File: config.mk
export PLATFORM = sky130hd
export DESIGN_NAME = ivpu_top
export DESIGN_NICKNAME = d
export VERILOG_FILES = /design/src/ivpu_pkg.sv /design/src/ivpu_top.sv
export SDC_FILE = /design/constraint.sdc
export NUM_CORES = 1
export LEC_CHECK = 0
export BUFFER_PORTS_ARGS = -buffer_cell sky130_fd_sc_hd__buf_2
export CAP_MARGIN = 20
export CORE_MARGIN = 3
export CORE_UTILIZATION = 53
export DETAILED_ROUTE_END_ITERATION = 12
export PLACE_DENSITY = 0.85
export SETUP_SLACK_MARGIN = 0.05
export SYNTH_ARGS = -nofsm -noshare
export SYNTH_HDL_FRONTEND = slang
export SYNTH_SLANG_ARGS = --single-unit
File: constraint.sdc
create_clock -name mclk -period 4.4 [get_ports mclk]
set_input_delay 0.22 -clock mclk [delete_from_list [all_inputs] [get_ports mclk]]
set_output_delay 0.22 -clock mclk [all_outputs]
set_load 0.05 [all_outputs]
File: src/ivpu_pkg.sv
// Constants for the interrupt vector and priority unit.
// Assumes a 128-word vector table placed by a vector base held outside.
package ivpu_pkg;

	// Hardware sources, one per priority, index = priority - 1
	localparam int IVPU_NSRC = 16;
	localparam int IVPU_NMASK = 14;
	localparam int IVPU_LOC_W = 7;
	localparam int IVPU_PRI_W = 5;
	localparam int IVPU_NUM_W = 5;
	localparam int IVPU_VBASE_W = 9;

	// Vector-relative locations, in priority order
	localparam logic [6:0] IVPU_LOC_RESET = 7'h00;
	localparam logic [6:0] IVPU_LOC_NMI = 7'h04;
	localparam logic [6:0] IVPU_LOC_EXT_USER_IRQ0 = 7'h40;
	localparam logic [6:0] IVPU_LOC_EXT_USER_IRQ1 = 7'h44;
	localparam logic [6:0] IVPU_LOC_EXT_USER_IRQ2 = 7'h48;
	localparam logic [6:0] IVPU_LOC_TIMER = 7'h4C;
	localparam logic [6:0] IVPU_LOC_S0RX = 7'h50;
	localparam logic [6:0] IVPU_LOC_S0TX = 7'h54;
	localparam logic [6:0] IVPU_LOC_S2RX = 7'h58;
	localparam logic [6:0] IVPU_LOC_S2TX = 7'h5C;
	localparam logic [6:0] IVPU_LOC_EXT_USER_IRQ3 = 7'h60;
	localparam logic [6:0] IVPU_LOC_HOST = 7'h64;
	localparam logic [6:0] IVPU_LOC_S1RX = 7'h68;
	localparam logic [6:0] IVPU_LOC_S1TX = 7'h6C;
	localparam logic [6:0] IVPU_LOC_DMA4 = 7'h70;
	localparam logic [6:0] IVPU_LOC_DMA5 = 7'h74;
	localparam logic [6:0] IVPU_LOC_RSV_LO = 7'h78;

	// Software trap numbers served through the table gap 08..3C
	localparam logic [4:0] IVPU_SOFT_MIN = 5'h11;
	localparam logic [4:0] IVPU_SOFT_MAX = 5'h1E;
	localparam logic [6:0] IVPU_LOC_SOFT_LO = 7'h08;

	// Reset values
	localparam logic [15:0] IVPU_FLAG_RST = 16'h0000;
	localparam logic [4:0] IVPU_PRI_SOFT = 5'h00;

	localparam logic [6:0] IVPU_LOC_TAB [IVPU_NSRC] = '{
		IVPU_LOC_RESET, IVPU_LOC_NMI, IVPU_LOC_EXT_USER_IRQ0, IVPU_LOC_EXT_USER_IRQ1,
		IVPU_LOC_EXT_USER_IRQ2, IVPU_LOC_TIMER, IVPU_LOC_S0RX, IVPU_LOC_S0TX,
		IVPU_LOC_S2RX, IVPU_LOC_S2TX, IVPU_LOC_EXT_USER_IRQ3, IVPU_LOC_HOST,
		IVPU_LOC_S1RX, IVPU_LOC_S1TX, IVPU_LOC_DMA4, IVPU_LOC_DMA5};

	typedef enum logic {IVPU_IDLE, IVPU_SHOW} ivpu_state_e;

endpackage : ivpu_pkg

File: src/ivpu_top.sv
// Interrupt vector and priority unit: flags, fixed arbitration, vector out.
// Assumes one-cycle event pulses from sources and a core that acknowledges.
`timescale 1ns/1ps
module ivpu_top
#(
	parameter int VBASE_W = ivpu_pkg::IVPU_VBASE_W
) (
	// Clock, reset, enable
	input wire logic mclk,
	input wire logic nrst,
	input wire logic clk_en,
	// Reset and nonmaskable sources
	input wire logic reset_input,
	input wire logic soft_reset_trap,
	input wire logic nmi_irq,
	// Maskable sources
	input wire logic ext_user_irq0,
	input wire logic ext_user_irq1,
	input wire logic ext_user_irq2,
	input wire logic ext_user_irq3,
	input wire logic timer_irq,
	input wire logic serial0_rx_irq,
	input wire logic serial0_tx_irq,
	input wire logic serial1_rx_irq,
	input wire logic serial1_tx_irq,
	input wire logic serial2_rx_irq,
	input wire logic serial2_tx_irq,
	input wire logic host_port_irq,
	input wire logic dma_ch4_irq,
	input wire logic dma_ch5_irq,
	// Core side control
	input wire logic [ivpu_pkg::IVPU_NMASK-1:0] irq_mask_reg,
	input wire logic irq_global_dis,
	input wire logic [VBASE_W-1:0] vector_base,
	input wire logic soft_req,
	input wire logic [ivpu_pkg::IVPU_NUM_W-1:0] soft_num,
	input wire logic irq_ack,
	// Core side results
	output logic irq_req_q,
	output logic [ivpu_pkg::IVPU_LOC_W-1:0] irq_loc_q,
	output logic [VBASE_W+ivpu_pkg::IVPU_LOC_W-1:0] irq_addr_q,
	output logic [ivpu_pkg::IVPU_PRI_W-1:0] irq_pri_q,
	output logic [ivpu_pkg::IVPU_NSRC-1:0] irq_flag_reg_q,
	output logic soft_pend_q
);
	import ivpu_pkg::*;

	////////////////////////////////////////////////////////////////////////
	// Source collection and gating

	logic [IVPU_NSRC-1:0] src_evt;
	logic [IVPU_NSRC-1:0] enabled;
	logic [IVPU_NSRC-1:0] below_win;
	logic [IVPU_NSRC-1:0] clr_mask;
	logic [IVPU_NSRC-1:0] flag_d;
	logic [3:0] win_idx;
	logic win_any;
	logic urgent;
	logic soft_ok;
	logic soft_take;
	logic ack_take;
	logic pick_hw;
	logic pick_soft;
	logic [IVPU_LOC_W-1:0] pick_loc;
	logic [IVPU_PRI_W-1:0] pick_pri;
	logic sel_hw_q;
	logic [3:0] sel_idx_q;
	logic [IVPU_NUM_W-1:0] soft_num_q;
	ivpu_state_e state_q;
	ivpu_state_e state_d;

	// reset from pin or software trap
	assign src_evt = {dma_ch5_irq, dma_ch4_irq, serial1_tx_irq,
		serial1_rx_irq, host_port_irq, ext_user_irq3, serial2_tx_irq,
		serial2_rx_irq, serial0_tx_irq, serial0_rx_irq, timer_irq,
		ext_user_irq2, ext_user_irq1, ext_user_irq0, nmi_irq,
		reset_input | soft_reset_trap};

	// Reset and nonmaskable bypass both mask and global disable
	assign enabled = irq_flag_reg_q &
		{irq_mask_reg & {IVPU_NMASK{~irq_global_dis}}, 2'b11};

	always_comb begin
		win_idx = 4'h0;
		win_any = 1'b0;
		for (int i = IVPU_NSRC - 1; i >= 0; i--) begin
			if (enabled[i]) begin
				win_idx = 4'(i);
				win_any = 1'b1;
			end
		end
	end

	assign urgent = enabled[0] | enabled[1];

	////////////////////////////////////////////////////////////////////////
	// Selection and handshake

	// only the gap numbers are honoured
	assign soft_ok = soft_num >= IVPU_SOFT_MIN && soft_num <= IVPU_SOFT_MAX;
	assign soft_take = soft_req & soft_ok & ~soft_pend_q;
	assign ack_take = (state_q == IVPU_SHOW) & irq_ack;

	// Traps run in program order, so they beat maskable sources only
	assign pick_hw = urgent | (win_any & ~soft_pend_q);
	assign pick_soft = ~urgent & soft_pend_q;

	assign pick_loc = pick_hw ? IVPU_LOC_TAB[win_idx] :
		IVPU_LOC_SOFT_LO +
		IVPU_LOC_W'({soft_num_q - IVPU_SOFT_MIN, 2'b00});
	assign pick_pri = pick_hw ? IVPU_PRI_W'(win_idx + 5'h01) : IVPU_PRI_SOFT;

	assign clr_mask = (ack_take & sel_hw_q) ?
		IVPU_NSRC'(16'h0001 << sel_idx_q) : '0;
	// Set wins over a clear in the same cycle
	assign flag_d = (irq_flag_reg_q & ~clr_mask) | src_evt;

	always_comb begin
		state_d = state_q;
		case (state_q)
			IVPU_IDLE: begin
				if (pick_hw | pick_soft) begin
					state_d = IVPU_SHOW;
				end
			end
			IVPU_SHOW: begin
				if (irq_ack) begin
					state_d = IVPU_IDLE;
				end
			end
			default: state_d = IVPU_IDLE;
		endcase
	end

	////////////////////////////////////////////////////////////////////////
	// Registers

	always_ff @(posedge mclk or negedge nrst) begin
		if (!nrst) begin
			irq_flag_reg_q <= IVPU_FLAG_RST;
			state_q <= IVPU_IDLE;
			irq_req_q <= 1'b0;
			irq_loc_q <= IVPU_LOC_RESET;
			irq_addr_q <= '0;
			irq_pri_q <= IVPU_PRI_SOFT;
			sel_hw_q <= 1'b0;
			sel_idx_q <= 4'h0;
			soft_pend_q <= 1'b0;
			soft_num_q <= 5'h00;
		end else if (clk_en) begin
			irq_flag_reg_q <= flag_d;
			state_q <= state_d;
			irq_req_q <= state_d == IVPU_SHOW;
			if (soft_take) begin
				soft_pend_q <= 1'b1;
				soft_num_q <= soft_num;
			end else if (ack_take & ~sel_hw_q) begin
				soft_pend_q <= 1'b0;
			end
			if (state_q == IVPU_IDLE && (pick_hw | pick_soft)) begin
				irq_loc_q <= pick_loc;
				irq_addr_q <= {vector_base, pick_loc};
				irq_pri_q <= pick_pri;
				sel_hw_q <= pick_hw;
				sel_idx_q <= win_idx;
			end
		end
	end

	////////////////////////////////////////////////////////////////////////
	// Checks

	logic [IVPU_NSRC-1:0] prio_mask;
	assign prio_mask = IVPU_NSRC'((17'h00001 << irq_pri_q) - 17'h00001);
	// Mask of priorities above the one now presented
	assign below_win = prio_mask >> 1;
endmodule : ivpu_top

==> results.md <==
Status:
- The flow ran to the end, and the final reports show no timing, DRC or antenna violations.

Global route:
- Entering global routing, the biggest net connects between 40 and 50 pins.
- The total track usage is 0.2319.
- The initial antenna violation count came to 0.
- The via count of the first global-routing pass is 2210.
- The residual overflow from global routing is 0.
- The first global-routing pass estimated 10030 µm of wire.

Drt:
- For this block, the via count after detailed routing is approximately 2200.
- The number of remaining DRC errors is 0.
- For this run, the detailed router's first-pass iteration total came to 4.
- The routed wire length per instance is 14.81 µm.
- The post-detailed-routing wire length is 6207 µm.
- The detail route stage leaves a number of antenna-violating nets equal to 0.
- The first-iteration detailed-routing DRC count is 114.
- After detailed routing, the number of vias per cell comes to 5.301.

Synthesis:
- The combinational family with the most area after synthesis is compound AO/OA/AOI/OAI gates.
- The multiplexer share of the synthesized area is 0.06821.
- The synthesized netlist cell count is approximately 270.
- Yosys printed 0 warnings.
- In this run, synthesis inferred 0 flip-flops with an integrated enable.
- Of the total synthesized cell area, the portion taken by full adders, half adders and majority gates is 0.02903.
- Averaged over all synthesized cells, the footprint is 9.686 µm².
- The xor/xnor share of the synthesized area is 0.02032.
- The cell area after technology mapping is 2586 µm².
- The sequential cell area fraction in the yosys report is 0.4548.
- Of the total synthesized cell area, the portion taken by AND, OR, NAND and NOR gates is 0.1659.
- The share of flip-flops with an asynchronous set or reset is 1.000.
- In this run, synthesis produced a sequential element count of 47.
- In the synthesized netlist the dominant register cell turns out to be sky130_fd_sc_hd__dfrtp_1.
- The post-synthesis cell type count is 48.
- The compound-gate portion of the synthesized area came to 0.1921.

Clock network:
- Buffers inserted during clock tree synthesis total 5.
- The clock net sink count is 47.
- TritonCTS built the clock tree.
- The clock reaches the later pin of the worst-skew pair after 0.31 ns.
- The longest clock path from root to sink contains 2 buffers.
- The number of levels in the clock H-tree is 2.
- Clock tree synthesis selected as its root buffer the cell sky130_fd_sc_hd__clkbuf_8.
- The post-CTS clock slew at the launch and capture registers of the worst setup and hold paths is roughly 0.090 ns.
- The setup fix buffers added after clock tree synthesis is 0.

Die:
- The x dimension of the die is 75.86 µm.
- The initial core utilization is 0.5704.
- 97 I/O pins were placed.
- From bottom edge to top edge, the die measures 75.86 µm.
- The area of the core is 4534 µm².
- The full die area is 5754 µm².
- The number of standard-cell rows in the floorplan is 24.

Timing:
- The worst max-slew margin expressed relative to the limit is 0.6087.
- In the final timing run, aggregate negative setup slack is 0 ns.
- Setup repair after global routing left no endpoint under its margin.
- In the finished design, the share of the clock period the worst path needs comes to 0.5559.
- Timing would allow up to 408.9 MHz.
- The worst-margin pin slew is 0.5793 ns.
- The number of hold-slack violations in the final timing report is 0.
- Hold timing on the final database bottoms out at a slack of 0.09393 ns.
- The total of endpoints with negative setup slack in the final report is 0.
- The number of max-slew violations in the final report was 0.
- Clock skew on the completed layout was measured at 0.01030 ns.
- Counting I/O delays and the setup requirement, the final critical path takes 2.446 ns.

Worst hold path:
- The path class of the tightest hold or removal check is in -> reg.

Cells and area:
- For this run, the share of the core covered by cells in the final layout is 0.6909.
- The number of antenna diodes in the final layout is 0.
- The layout net count is 410.
- Of the cells placed in the final design, the portion with a size suffix greater than 1 is 0.3588.
- Counting the fill cells in the layout gives ~370.
- Leaving out fill and tap cells, the most frequent cell in the layout is sky130_fd_sc_hd__buf_2.
- Leaving out fill and tap cells, the most frequent cells in the layout are sky130_fd_sc_hd__buf_2 (92), sky130_fd_sc_hd__nand2_1 (58), sky130_fd_sc_hd__dfrtp_1 (47).
- The growth of design area from synthesis to finish is 21.14%.

Setup path:
- The required time of the worst setup path is 4.60 ns.
- The most common cell type on the critical path is sky130_fd_sc_hd__a22o_1.
- The critical path endpoint category is a flip-flop.
- The launching element type of the critical path is a flip-flop.
- The setup path with the least slack is of type reg -> reg.
- The highest net fanout along the worst path is 5.
- Data on the critical path arrives at its endpoint at 2.65 ns.
- The critical path goes through a22o_1 > nor4b_1 > nor3_1 > o22ai_1 > nand2_1 > inv_1 > ha_1 > nand2b_1 > nor2_1 > a21oi_1 > xnor2_1 > a22o_1.
- The critical path's slowest cell is sky130_fd_sc_hd__dfrtp_1.
- The worst stage delay on the critical path is 0.43 ns.

Place:
- Routability-driven placement finished with a final weighted congestion of 0.8576.
- The number of buffers added on ports is between 90 and 100.
- The detailed-placement wirelength estimate is 4722 µm.

Flow run:
- Max-cap violations in this run came to 0.

Power and ir drop:
- Across the VDD grid, the largest voltage drop is 0.2282 mV.
- The total power per unit cell area is approximately 420 nW/µm².
- The standby leakage power is 0.001490 µW.
[metal layers]
| metal | global-route usage | vias up | routed length (µm) | share of wire |
|---|---|---|---|---|
| li1 | - | 1094 | - | - |
| met1 | 0.3076 | 1043 | 2723 | 0.44 |
| met2 | 0.3793 | 79 | 3055 | 0.49 |
| met3 | 0.05145 | 5 | 356 | 0.057 |
| met4 | 0.06990 | 0 | 71 | 0.011 |
| met5 | 0 | - | 0 | 0 |
[path summary, 6_finish.rpt]
kind,cells past startpoint,slack [ns],start,to
min in group asynchronous,2,0.32,nrst,irq_flag_reg_q[4]
worst min-delay path,3,0.09,serial1_rx_irq,irq_flag_reg_q[12]
worst min register to register,2,0.48,irq_pri_q[4],irq_pri_q[4]
worst max register to register,12,1.95,irq_flag_reg_q[9],irq_pri_q[3]
worst max-delay path,12,1.95,irq_flag_reg_q[9],irq_pri_q[3]
max in group asynchronous,3,3.62,nrst,irq_flag_reg_q[10]
[cells in the mapped netlist (2+ instances only)]
library cell / n / area [µm²]
sky130_fd_sc_hd__xnor2_1: 4 / 35.03
sky130_fd_sc_hd__xor2_1: 2 / 17.52
sky130_fd_sc_hd__and2_1: 3 / 18.77
sky130_fd_sc_hd__nor2_1: 10 / 37.54
sky130_fd_sc_hd__buf_4: 11 / 82.58
sky130_fd_sc_hd__inv_1: 10 / 37.54
sky130_fd_sc_hd__or2_2: 3 / 18.77
sky130_fd_sc_hd__o22ai_1: 2 / 12.51
sky130_fd_sc_hd__mux2_2: 8 / 90.09
sky130_fd_sc_hd__o31ai_1: 6 / 45.04
sky130_fd_sc_hd__nand2_1: 58 / 217.7
sky130_fd_sc_hd__mux2_4: 5 / 75.07
sky130_fd_sc_hd__a41oi_2: 2 / 32.53
sky130_fd_sc_hd__a22oi_2: 5 / 62.56
sky130_fd_sc_hd__o21ai_0: 23 / 115.1
sky130_fd_sc_hd__nor3_1: 6 / 30.03
sky130_fd_sc_hd__a31oi_1: 2 / 12.51
sky130_fd_sc_hd__nand3_1: 2 / 10.01
sky130_fd_sc_hd__nand2b_1: 6 / 37.54
sky130_fd_sc_hd__buf_2: 2 / 10.01
sky130_fd_sc_hd__dfrtp_1: 47 / 1176
sky130_fd_sc_hd__a41oi_1: 2 / 17.52
sky130_fd_sc_hd__o211ai_1: 2 / 15.01
sky130_fd_sc_hd__ha_1: 6 / 75.07
sky130_fd_sc_hd__a21oi_1: 9 / 45.04
sky130_fd_sc_hd__a22o_1: 4 / 35.03
sky130_fd_sc_hd__clkbuf_1: 4 / 15.01
sky130_fd_sc_hd__a21o_1: 3 / 22.52
[layout make-up]
type / count / area (µm²) / share of cell area
Sequential cell: 47 / 1176 / 0.3754
Clock inverter: 1 / 8.758 / 0.002796
Tap cell: 65 / 81.33 / 0.02596
Multi-Input combinational cell: 194 / 1245 / 0.3974
Inverter: 10 / 37.54 / 0.01198
Timing Repair Buffer: 95 / 498.0 / 0.1589
Clock buffer: 7 / 86.33 / 0.02756
[power by group]
group,total (µW),leakage [µW],internal (µW),switching (µW)
Clock,276,0.0000484,129,147
Combinational,496,0.000911,178,318
Sequential,553,0.000530,494,59.5
Total,1330,0.00149,800,525
[sequential cells by signal (all words and copies together) (netlist names)]
register and count:
irq_addr_q 10, irq_flag_reg_q 16, irq_loc_q 4, irq_pri_q 5, sel_hw_q 1, sel_idx_q 4
soft_num_q 5, soft_pend_q 1, state_q 1
[through the flow]
step / total power (µW) / area, µm² / worst slack [ns] / std cells
floorplan: 929.9 / 2597 / 1.939 / 270
global placement: 1039 / 3008 / 2.087 / 409
detailed placement: 1054 / 3008 / 2.024 / 409
CTS: 1332 / 3103 / 2.018 / 417
global route: 1410 / 3133 / 1.771 / 419
finish: 1325 / 3133 / 1.954 / 419
[kinds of logic (layout without fill, tap and decap cells)]
logic type	after synthesis	in the layout
xor+xnor	6	6
flops	47	47
compound gates	69	69
mux	14	14
other cells	1	4
fa+ha+maj	6	6
simple gates	95	95
buf+inv	29	113
[worst max-delay path, delay by kind of cell, from the launching register on]
kind / cells / cell delay, ns
AOI/OAI and AO/OA: 4 / 0.71
DFF: 1 / 0.43
buffers and inverters: 1 / 0.12
xor gates and xnor gates: 1 / 0.15
adders and majority gates: 1 / 0.19
and+or+nand+nor: 5 / 0.74
[repair_timing]
| item | in CTS | in global routing |
|---|---|---|
| hold buffers | 0 | 1 |
| hold endpoints to repair | 0 | 13 |
| setup endpoints to repair | 0 | 0 |
| gates resized for setup | 0 | 0 |
(Power assumes the default switching activity.)
